[src/shared/axerr_defines.svh]
// Constants for the axis error detector
`ifndef AXERR_DEFINES_SVH
`define AXERR_DEFINES_SVH
`define AXERR_CODE_NONE 16'h0000
`define AXERR_CODE_CW_SOFT 16'h0043
`define AXERR_CODE_CCW_SOFT 16'h0044
`define AXERR_CODE_ORIGIN 16'h0045
`define AXERR_CODE_SERVO 16'h0046
`define AXERR_CODE_PRESET 16'h0047
`define AXERR_CODE_ESTOP 16'h0048
`define AXERR_CODE_ABS_LINK 16'h0049
`define AXERR_FLAG_BIT 4'hE
`define AXERR_POS_W 32
`define AXERR_ENC_INC 2'h0
`define AXERR_ENC_ABS 2'h1
`define AXERR_ENC_ABS_ALT 2'h2
`define AXERR_ABS_TIMEOUT_NS 1000000
`define AXERR_CLK_NS 8
`define AXERR_ESTOP_SEL_EMG 1'b1
`endif

[src/shared/axerr_pkg.sv]
// Types for the axis error detector
`include "axerr_defines.svh"
package axerr_pkg;
  typedef enum logic [1:0] {
    AXERR_STOP_NONE,
    AXERR_STOP_DECEL,
    AXERR_STOP_ACCUM,
    AXERR_STOP_EMERG
  } axerr_stop_e;

  typedef enum logic [2:0] {
    AXERR_OP_MOVE,
    AXERR_OP_MANUAL,
    AXERR_OP_COORD_SET,
    AXERR_OP_POS_CHANGE,
    AXERR_OP_PRESET,
    AXERR_OP_ABS_READ
  } axerr_op_e;

  typedef struct packed {
    logic valid;
    axerr_op_e op;
    logic [`AXERR_POS_W-1:0] value;
  } axerr_cmd_s;

  typedef struct packed {
    logic [`AXERR_POS_W-1:0] cw_limit;
    logic [`AXERR_POS_W-1:0] ccw_limit;
    logic [`AXERR_POS_W-1:0] preset_max;
    logic [`AXERR_POS_W-1:0] preset_min;
    logic [1:0] enc_type;
    logic [1:0] drv_enc_type;
    logic estop_sel_emg;
  } axerr_cfg_s;
endpackage

[src/logic/axerr_detector.sv]
// Per-axis error detection, error code latch and stop method selection
`include "axerr_defines.svh"

// How it works
// - Over CW soft limit raises 0043
// - Over CCW soft limit raises 0044
// - Move without origin raises 0045, decelerate
// - Origin: search done, or abs servo lock
// - Abs: unlock then relock re-establishes origin
// - Move or manual command without servo lock raises 0046
// - Preset out of range raises 0047
// - Emergency stop input raises 0048
// - Missing or bad abs data raises 0049
// - Abs encoder parameter mismatch raises 0049
// - Flag bit 14 word n+10, code n+11
module axerr_detector
  import axerr_pkg::*;
#(
  parameter int ABS_TIMEOUT_CYC = (`AXERR_ABS_TIMEOUT_NS + `AXERR_CLK_NS - 1) / `AXERR_CLK_NS
) (
  input wire logic ref_clk_i,
  input wire logic reset_n_i,
  input wire axerr_cmd_s cmd_i,
  input wire axerr_cfg_s cfg_i,
  input wire logic motion_started_i,
  input wire logic origin_search_done_i,
  input wire logic servo_lock_i,
  input wire logic error_reset_i,
  input wire logic estop_pin_i,
  input wire logic abs_data_valid_i,
  input wire logic abs_link_err_pin_i,
  input wire logic abs_request_i,
  output logic cmd_accept_o,
  output logic [15:0] status_word_o,
  output logic [15:0] error_code_o,
  output axerr_stop_e stop_o,
  output logic origin_ok_o
);
  localparam int CNT_W = $clog2(ABS_TIMEOUT_CYC + 1);

  initial begin
    if (ABS_TIMEOUT_CYC < 1) $error("axerr_detector: timeout must be at least one cycle");
  end

  function automatic logic is_move(axerr_op_e op);
    return op inside {AXERR_OP_MOVE, AXERR_OP_MANUAL, AXERR_OP_COORD_SET,
                      AXERR_OP_POS_CHANGE};
  endfunction

  typedef enum logic [1:0] {
    AXERR_ABS_IDLE,
    AXERR_ABS_WAIT
  } axerr_abs_e;

  logic [1:0] pins_sync;
  logic estop_s;
  logic link_err_s;

  axerr_sync #(
    .WIDTH(2)
  ) u_sync (
    .ref_clk_i(ref_clk_i),
    .reset_n_i(reset_n_i),
    .async_i({estop_pin_i, abs_link_err_pin_i}),
    .sync_o(pins_sync)
  );
  assign estop_s = pins_sync[1];
  assign link_err_s = pins_sync[0];

  logic err_flag, next_err_flag;
  logic [15:0] err_code, next_err_code;
  axerr_stop_e stop, next_stop;
  logic accept, next_accept;
  logic origin, next_origin;
  logic servo_prev, next_servo_prev;
  logic estop_prev, next_estop_prev;
  axerr_abs_e abs_st, next_abs_st;
  logic [CNT_W-1:0] abs_cnt, next_abs_cnt;

  logic cw_soft_limit_fault, ccw_soft_limit_fault, origin_missing_fault;
  logic servo_fault, preset_range_fault, estop_fault, abs_encoder_link_fault;
  logic enc_abs, param_fault, abs_timeout;
  logic signed [`AXERR_POS_W-1:0] val;
  axerr_stop_e soft_stop, estop_stop;

  always_comb begin
    enc_abs = cfg_i.enc_type != `AXERR_ENC_INC;
    val = cmd_i.value;
    cw_soft_limit_fault = cmd_i.valid
      && val > $signed(cfg_i.cw_limit);
    ccw_soft_limit_fault = cmd_i.valid
      && val < $signed(cfg_i.ccw_limit);
    origin_missing_fault = cmd_i.valid && is_move(cmd_i.op) && !origin;
    servo_fault = cmd_i.valid && cmd_i.op inside {AXERR_OP_MOVE, AXERR_OP_MANUAL}
      && !servo_lock_i;
    // preset window; outranks the soft limits
    preset_range_fault = cmd_i.valid && cmd_i.op == AXERR_OP_PRESET
      && (val > $signed(cfg_i.preset_max) || val < $signed(cfg_i.preset_min));
    // new stop input, or operation attempted while held
    estop_fault = (estop_s && !estop_prev) || (estop_s && cmd_i.valid);
    param_fault = enc_abs && cfg_i.enc_type != cfg_i.drv_enc_type;
    abs_timeout = abs_st == AXERR_ABS_WAIT && abs_cnt == CNT_W'(ABS_TIMEOUT_CYC);
    // parameter mismatch, no data, or link error during reception
    abs_encoder_link_fault = param_fault || abs_timeout
      || (abs_st == AXERR_ABS_WAIT && link_err_s);
    // decel before motion, accumulated pulse after
    soft_stop = motion_started_i ? AXERR_STOP_ACCUM : AXERR_STOP_DECEL;
    estop_stop = cfg_i.estop_sel_emg == `AXERR_ESTOP_SEL_EMG ? AXERR_STOP_EMERG
      : AXERR_STOP_ACCUM;
  end

  // Origin tracking and abs read watchdog
  always_comb begin
    next_servo_prev = servo_lock_i;
    next_estop_prev = estop_s;
    next_origin = origin;
    if (!enc_abs) begin
      if (origin_search_done_i) next_origin = 1'b1;
    end else begin
      // abs origin on each lock edge with no parameter mismatch
      if (servo_lock_i && !servo_prev && !param_fault) next_origin = 1'b1;
      else if (!servo_lock_i) next_origin = 1'b0;
    end
    next_abs_st = abs_st;
    next_abs_cnt = abs_cnt;
    unique case (abs_st)
      AXERR_ABS_IDLE: begin
        next_abs_cnt = '0;
        if (abs_request_i && enc_abs) next_abs_st = AXERR_ABS_WAIT;
      end
      AXERR_ABS_WAIT: begin
        next_abs_cnt = abs_cnt + CNT_W'(1);
        if (abs_data_valid_i || abs_timeout || link_err_s) next_abs_st = AXERR_ABS_IDLE;
      end
    endcase
  end

  // Error latch; first error wins until reset
  always_comb begin
    next_err_flag = err_flag;
    next_err_code = err_code;
    next_stop = stop;
    next_accept = 1'b0;
    if (error_reset_i) begin
      next_err_flag = 1'b0;
      next_err_code = `AXERR_CODE_NONE;
      next_stop = AXERR_STOP_NONE;
    end
    // new events set over a reset in the same cycle
    if (!err_flag || error_reset_i) begin
      next_err_flag = 1'b1;
      if (estop_fault) begin
        next_err_code = `AXERR_CODE_ESTOP;
        next_stop = estop_stop;
      end else if (abs_encoder_link_fault) begin
        next_err_code = `AXERR_CODE_ABS_LINK;
        next_stop = AXERR_STOP_DECEL;
      end else if (servo_fault) begin
        next_err_code = `AXERR_CODE_SERVO;
        next_stop = AXERR_STOP_DECEL;
      end else if (origin_missing_fault) begin
        next_err_code = `AXERR_CODE_ORIGIN;
        next_stop = AXERR_STOP_DECEL;
      end else if (preset_range_fault) begin
        next_err_code = `AXERR_CODE_PRESET;
        next_stop = AXERR_STOP_DECEL;
      end else if (cw_soft_limit_fault) begin
        next_err_code = `AXERR_CODE_CW_SOFT;
        next_stop = soft_stop;
      end else if (ccw_soft_limit_fault) begin
        next_err_code = `AXERR_CODE_CCW_SOFT;
        next_stop = soft_stop;
      end else begin
        next_err_flag = error_reset_i ? 1'b0 : err_flag;
        // accept only with no error pending
        next_accept = cmd_i.valid && !error_reset_i;
      end
    end
  end

  always_ff @(posedge ref_clk_i) begin
    if (!reset_n_i) begin
      err_flag <= 1'b0;
      err_code <= `AXERR_CODE_NONE;
      stop <= AXERR_STOP_NONE;
      accept <= 1'b0;
      origin <= 1'b0;
      servo_prev <= 1'b0;
      estop_prev <= 1'b0;
      abs_st <= AXERR_ABS_IDLE;
      abs_cnt <= '0;
    end else begin
      err_flag <= next_err_flag;
      err_code <= next_err_code;
      stop <= next_stop;
      accept <= next_accept;
      origin <= next_origin;
      servo_prev <= next_servo_prev;
      estop_prev <= next_estop_prev;
      abs_st <= next_abs_st;
      abs_cnt <= next_abs_cnt;
    end
  end

  // flag at bit 14, code in following word
  always_comb begin
    status_word_o = '0;
    status_word_o[`AXERR_FLAG_BIT] = err_flag;
  end
  assign error_code_o = err_code;
  assign stop_o = stop;
  assign cmd_accept_o = accept;
  assign origin_ok_o = origin;
endmodule

[src/logic/axerr_sync.sv]
// Two-flop synchroniser for a vector of pin levels
module axerr_sync #(
  parameter int WIDTH = 2
) (
  input wire logic ref_clk_i,
  input wire logic reset_n_i,
  input wire logic [WIDTH-1:0] async_i,
  output logic [WIDTH-1:0] sync_o
);
  logic [WIDTH-1:0] stage1;
  logic [WIDTH-1:0] next_stage1;
  logic [WIDTH-1:0] next_sync;

  initial begin
    if (WIDTH < 1) $error("axerr_sync: WIDTH must be at least 1");
  end

  always_comb begin
    next_stage1 = async_i;
    next_sync = stage1;
  end

  always_ff @(posedge ref_clk_i) begin
    if (!reset_n_i) begin
      stage1 <= '0;
      sync_o <= '0;
    end else begin
      stage1 <= next_stage1;
      sync_o <= next_sync;
    end
  end
endmodule

[config.mk]
export PLATFORM = sky130hd
export DESIGN_NAME = axerr_detector
export DESIGN_NICKNAME = d
export VERILOG_FILES = /design/src/shared/axerr_pkg.sv /design/src/logic/axerr_detector.sv /design/src/logic/axerr_sync.sv
export VERILOG_INCLUDE_DIRS = /design/src /design/src/shared
export SDC_FILE = /design/constraint.sdc
export NUM_CORES = 1
export LEC_CHECK = 0
export BUFFER_PORTS_ARGS = -buffer_cell sky130_fd_sc_hd__buf_2
export CORE_MARGIN = 2
export CORE_UTILIZATION = 50
export DETAILED_ROUTE_END_ITERATION = 10
export PLACE_DENSITY = 0.83
export SYNTH_ARGS = -nofsm -noshare
export SYNTH_HDL_FRONTEND = slang
export SYNTH_SLANG_ARGS = --single-unit
[constraint.sdc]
create_clock -name ref_clk_i -period 3.41 [get_ports ref_clk_i]
set_input_delay 0.1705 -clock ref_clk_i [delete_from_list [all_inputs] [get_ports ref_clk_i]]
set_output_delay 0.1705 -clock ref_clk_i [all_outputs]
set_load 0.01 [all_outputs]
==> results.cfg, run 1 <==
[detailed_routing]
drt_iter0_markers = 208
drtAntennaViolNets = 0
dr.pass1.iters = 4
drt_wl_total_um = 13400
vias = 5234
via_per_inst = 5.14
wire_per_inst_um = 13.1
route.detailed.drc = 0

[floorplanning]
pin_count = 215
die_y_um = 106
initial_utilization = 0.510
core-area_um2 = 10200
dieArea_um2 = 11300
die_w_um = 106
fp-row-count = 37

[finish]
final_common_cell = buf_2
design_area_um2 = 6380
nFillCells = 938
final_cell_mix = buf_2 (199), inv_1 (138), ha_1 (128)
nets = 1187
layout-drive-gt1-share = 0.244
ff_latch_area_um2 = 901
multi_input_area_um2 = 3690
syn_to_final_growth_pct = 22.4
final_cell_count_no_fill = 1018

[critical_path]
cp-start-kind = input pin
critPathLaunch = cmd_i[14]
reg2reg_from = abs_cnt[9]
critPathCaptureType = flip-flop
crit_slowest_cell = o41a_1
worst-setup-path-type = input pin to flip-flop
reg2reg_depth = 7
cp_cell_sequence = buf_2 > ha_1 > nand4_1 > nor4_1 > a21boi_0 > o41a_1 > nor3_1 > mux2i_1 > o211ai_2 > o41a_1 > nor2_1
cp_max_fo = 11
cpPeakStageDelay_ns = 0.62
r2r_end = error_code_o[9]
path_common_cell = o41a_1
r2r_slack_ns = 1.17
critPathArrivalTime_ns = 3.03
critical_path_required_ns = 3.64

[clocking]
cts_root_buf = clkbuf_8
h-tree-depth = 2
cts_resized = 0
clk_pin_slew_ns = 0.08
postCtsHoldBufs = 0
cts_setup_buffers = 0
cts_tree = built
cts_buffers = 5
clock-sinks = 45
worstSkewPairLatency_ns = 0.30
cts_max_path_buffers = 2

[place]
dp.cells = 1009
dpl-instance-area_um2 = 6280
place_congestion = 0.856
port_buffers = 199
dp_hpwl_um = 11800

[power]
power.leakage_nw = 3.66
ir_worst_vdd_v = 0.000192
power_density_nw_per_um2 = 230
total_power_mw = 1.47

[logic_synthesis]
synth-adder-area-share = 0.307
synthXorXnorAreaFrac = 0.0252
synth_area_um2 = 5220
seq_area_frac_synth = 0.173
synthArstFlopShare = 0
synth_simple_gate_area_frac = 0.202
yosys_register_bits = 45
synth_edf_count = 0
synthDistinctLibCells = 61
yosysWarnings = 0
ys_dominant_reg_cell = dfxtp_1
syn_avg_cell_area_um2 = 7.64
synth_top_family_by_area = adder cells
synthMuxAreaShare = 0.00408
synthCells = 683
synth_compound_area_frac = 0.159

[sta]
hold_viol = 0
maxSlewViolCount = 0
fmax_mhz = 358
rsz0062_at_grt = false
setup_viol = 0
period_share = 0.819
max_slew_margin = 0.419
fin_crit_ns = 2.79
holdWs_ns = 0.0740
tightest_slew_ns = 0.869
fin_tns_setup_ns = 0
fin_skew_ns = 0.00489

[hold_path]
holdPathStages = 2
min_to = u_sync.next_sync[0]
worstHoldStart = abs_link_err_pin_i
hold_path.class = input pin to flip-flop

[run_status]
status = completed

[global_route]
grt_pass1_vias = 5243
grt_pass1_wl_um = 22500
grtUsageTotal = 0.241
grt_start_max_net_pins = 20
grt_overflow_total = 0
grt_antenna_before_repair = 1

[flow_run]
maxCapViolCount = 0
## cell usage after synthesis, drive strengths merged, types with 2 or more instances
cell type / n / area share
o32ai: 2 / 0.0034
o41a: 3 / 0.0065
o311a: 2 / 0.0038
o21ai: 23 / 0.022
a22o: 4 / 0.0067
nand2: 56 / 0.040
nor3: 6 / 0.0058
clkbuf: 5 / 0.0036
a221oi: 2 / 0.0034
or2: 2 / 0.0024
ha: 128 / 0.31
a31oi: 3 / 0.0036
and3: 5 / 0.0060
nand2b: 6 / 0.0086
nor2b: 4 / 0.0048
dfxtp: 45 / 0.17
o211ai: 3 / 0.0053
a21boi: 4 / 0.0058
or3: 4 / 0.0048
nand4: 22 / 0.026
nor4b: 3 / 0.0050
a2111oi: 2 / 0.0046
xnor2: 4 / 0.0067
a211oi: 5 / 0.0082
and4: 9 / 0.015
nor2: 47 / 0.034
nor4bb: 3 / 0.0058
o21a: 5 / 0.0072
nand3: 19 / 0.018
xor2: 11 / 0.018
a21oi: 46 / 0.044
nand3b: 2 / 0.0029
and2: 8 / 0.0096
nor4: 5 / 0.0072
a21o: 10 / 0.014
inv: 138 / 0.099
or4: 3 / 0.0043
buf: 17 / 0.024
a221o: 2 / 0.0038
## layout make-up
| class | instances | area share |
|---|---|---|
| Clock buffer | 7 | 0.0151 |
| Antenna cell | 1 | 0.000392 |
| Timing Repair Buffer | 199 | 0.156 |
| Sequential cell | 45 | 0.141 |
| Clock inverter | 1 | 0.000784 |
| Inverter | 138 | 0.0811 |
| Tap cell | 136 | 0.0267 |
| Multi-Input combinational cell | 491 | 0.579 |
## cells by family after synthesis
| logic type | count (synthesis) |
|---|---|
| AND/OR/NAND/NOR | 205 |
| XOR/XNOR | 15 |
| adder cells (fa/ha/maj) | 128 |
| multiplexers | 2 |
| AO/OA/AOI/OAI | 126 |
| other | 1 |
| buffers and inverters | 161 |
| flip-flops | 45 |
## worst max-delay path, delay by kind of cell
family                   cells  cell delay (ns)
multiplexers                 1             0.19
buffers and inverters        1             0.13
AND/OR/NAND/NOR              4             0.94
adder cells (fa/ha/maj)      1             0.32
AO/OA/AOI/OAI                4             1.26
## report_power, final
part	switching, mW	internal [mW]
combinational	0.304	0.259
sequential	0.0111	0.541
clock	0.173	0.183
## per-stage QoR
stage | utilization | setup WS, ns
2_1_floorplan | - | 0.915
3_3_place_gp | 0.614 | 0.294
3_5_place_dp | 0.614 | 0.281
4_1_cts | 0.624 | 0.599
5_1_grt | 0.624 | 0.393
6_report | 0.624 | 0.616
## registers in the layout, summed over array words and instances, names as in the netlist
register,flops
abs_cnt,17
error_code_o,16
stop_o,2
u_sync.next_sync,2
u_sync.sync_o,2
abs_st,1
cmd_accept_o,1
err_flag,1
estop_prev,1
origin_ok_o,1
servo_prev,1
## worst max-delay path by stage
stage / to / slack [ns]
6_report: error_code_o[9] / 0.62
4_1_cts: error_code_o[9] / 0.60
3_5_place_dp: error_code_o[9] / 0.28
2_1_floorplan: error_code_o[10] / 0.91
3_3_place_gp: error_code_o[8] / 0.29
5_1_grt: error_code_o[10] / 0.39
## layer usage
| layer | global-route usage | up-vias | share of wire |
|---|---|---|---|
| met4 | 0.0695 | 0 | 0.025 |
| li1 | - | 2722 | - |
| met3 | 0.0435 | 27 | 0.056 |
| met2 | 0.426 | 162 | 0.47 |
| met1 | 0.297 | 2323 | 0.45 |
| met5 | 0 | - | 0 |
No activity file was read; power rests on OpenSTA's default activity.
==> run 2: changes to the inputs <==
--- a/config.mk
+++ b/config.mk
@@ -6,11 +6,12 @@
 export SDC_FILE = /design/constraint.sdc
 export NUM_CORES = 1
 export LEC_CHECK = 0
+export ABC_AREA = 1
 export BUFFER_PORTS_ARGS = -buffer_cell sky130_fd_sc_hd__buf_2
 export CORE_MARGIN = 2
-export CORE_UTILIZATION = 50
+export CORE_UTILIZATION = 46
 export DETAILED_ROUTE_END_ITERATION = 10
-export PLACE_DENSITY = 0.83
+export PLACE_DENSITY = 0.79
 export SYNTH_ARGS = -nofsm -noshare
 export SYNTH_HDL_FRONTEND = slang
 export SYNTH_SLANG_ARGS = --single-unit
==> constraint.sdc (replaced) <==
create_clock -name ref_clk_i -period 2.25 [get_ports ref_clk_i]
set_input_delay 0.1125 -clock ref_clk_i [delete_from_list [all_inputs] [get_ports ref_clk_i]]
set_output_delay 0.1125 -clock ref_clk_i [all_outputs]
set_load 0.01 [all_outputs]
==> run 2 against run 1 <==
Compared with the run above: clock-buffer cell count did not move; area after synthesis rose by 4.2%; worst hold slack got worse by 0.062 ns; sequential share of layout area fell by 0.77 points; power rose by 72%; non-clock buffer count rose by 8; setup slack got worse by 0.37 ns; sequential power rose by 52%; via count rose by 7.7%; highest routed layer unchanged.
==> results.cfg, run 2 <==
[run_status]
status = completed

[clocking]
cts_root_buf = clkbuf_16
clock-sinks = 45
cts_tree = built
cts_max_path_buffers = 2
h-tree-depth = 2
cts_resized = 0
cts_buffers = 5
worstSkewPairLatency_ns = 0.28
clk_pin_slew_ns = 0.06
postCtsHoldBufs = 0
cts_setup_buffers = 0

[finish]
final_common_cell = buf_2
antenna_cells = 0
largest_reg_flops = 17
design_area_um2 = 6760
nets = 1324
layout-drive-gt1-share = 0.240
nFillCells = 1112
final_cell_mix = buf_2 (199), inv_1 (189), nand2_1 (152)
utilization = 0.590
final_cell_count_no_fill = 1161
top_register = abs_cnt
syn_to_final_growth_pct = 24.4

[power]
switching_share = 0.329
power.leakage_nw = 4.04
p_seq_frac = 0.331
clockPowerShare = 0.297
combPwrFrac = 0.372
ir_worst_vdd_v = 0.000493
internal_power_mw = 1.70
power_density_nw_per_um2 = 375
power_switching_mw = 0.834

[sta]
holdWs_ns = 0.0118
fin_skew_ns = 0.00318
rsz0062_at_grt = true
period_share = 0.891
fmax_mhz = 499
hold_viol = 0
maxSlewViolCount = 0
tightest_slew_ns = 0.557
max_slew_margin = 0.628
fin_crit_ns = 2.00
setup_viol = 0

[logic_synthesis]
ys_dominant_reg_cell = dfxtp_1
synthCells = 812
yosys-top-cells-count = inv_1 (189), nand2_1 (152), ha_1 (128)
syn_avg_cell_area_um2 = 6.70
yosys_register_bits = 45
yosysWarnings = 0
yosys.area.top_type = ha_1
synthDistinctLibCells = 35
yosysMostFrequentCell = inv_1
seq_area_frac_synth = 0.166
synthTopCellsByArea = ha_1 (29%), dfxtp_1 (17%), inv_1 (13%)
synth_edf_count = 0
synthArstFlopShare = 0
synth_top_area_frac = 0.295
synth_area_um2 = 5440

[global_route]
grt_start_max_net_pins = 24
grtUsageTotal = 0.220
grt_overflow_total = 0
grt_pass1_wl_um = 23500
grt_pass1_vias = 5490
grt_antenna_before_repair = 0

[place]
dp.cells = 1153
dpl-instance-area_um2 = 6580
place_congestion = 0.854
port_buffers = 199
dp_hpwl_um = 12200

[detailed_routing]
dr.pass1.iters = 7
via_per_inst = 4.85
vias = 5635
route.detailed.drc = 0
drt_wl_total_um = 14100
drt_iter0_markers = 279
wire_per_inst_um = 12.1
drtAntennaViolNets = 0

[floorplanning]
fp-row-count = 39
pin_count = 215
initial_utilization = 0.474
dieArea_um2 = 12700
die_y_um = 113
core-area_um2 = 11500
die_w_um = 113

[critical_path]
critPathCaptureType = flip-flop
critical_path_required_ns = 2.46
r2r_slack_ns = 0.25
worst-setup-path-type = flip-flop to flip-flop
cp_max_fo = 4
critPathArrivalTime_ns = 2.21
cp-start-kind = flip-flop

[hold_path]
hold_path.class = input pin to flip-flop

[flow_run]
maxCapViolCount = 0
run 2: logic make-up after synthesis:
kind of cell    synth area share
buf+inv                    0.160
simple gates               0.233
compound gates             0.141
other cells             0.000690
xor+xnor                 0.00483
flops                      0.166
fa+ha+maj                  0.295
run 2: power groups by stage:
stage / logic (mW) / registers [mW] / clock network (mW)
after floorplan: 0.587 / 0.857 / 0
after global placement: 0.920 / 0.854 / 0
after detailed placement: 0.941 / 0.854 / 0
after CTS: 0.947 / 0.837 / 0.758
after global routing: 1.10 / 0.840 / 0.796
final: 0.943 / 0.838 / 0.754
run 2: worst max-delay path, stage by stage, from the launching register on:
cell and delay [ns]:
dfxtp_2 0.35, ha_1 0.17, nand2_1 0.07, nor2_1 0.09, inv_1 0.07, nor3_2 0.13, inv_2 0.08, nor3_4 0.14
nand4_1 0.13, inv_2 0.09, nand3_1 0.10, nor2_2 0.12, nand2_1 0.07, nor2_1 0.11, o21ai_0 0.09, a21oi_1 0.13
run 2: through the flow:
stage / setup TNS (ns) / power, mW / worst slack (ns)
after floorplan: 0 / 1.44 / 0.429
after global placement: 0 / 1.77 / 0.0410
after detailed placement: 0 / 1.79 / 0.0216
after CTS: 0 / 2.54 / 0.137
after global routing: -0.0116 / 2.74 / -0.00719
final: 0 / 2.54 / 0.246
run 2: per-layer routing:
metal | global-route usage | routed length (um)
met5 | 0 | 0
met4 | 0.0447 | 209
met3 | 0.0348 | 839
met2 | 0.404 | 6710
met1 | 0.271 | 6340
run 2: path summary, 6_finish.rpt:
kind                        from                  end  cells past startpoint
max reg2reg           abs_cnt[0]          abs_cnt[16]                     15
min reg2reg  u_sync.next_sync[0]     u_sync.sync_o[0]                      2
max                   abs_cnt[0]          abs_cnt[16]                     15
min                  estop_pin_i  u_sync.next_sync[1]                      3
run 2: final cells by class:
class	instances	area, um2	area share
Multi-Input combinational cell	567	3740	0.553
Tap cell	143	179	0.0265
Clock buffer	7	153	0.0226
Sequential cell	45	902	0.133
Timing Repair Buffer	207	1070	0.158
Clock inverter	1	5.00	0.000740
Inverter	191	717	0.106
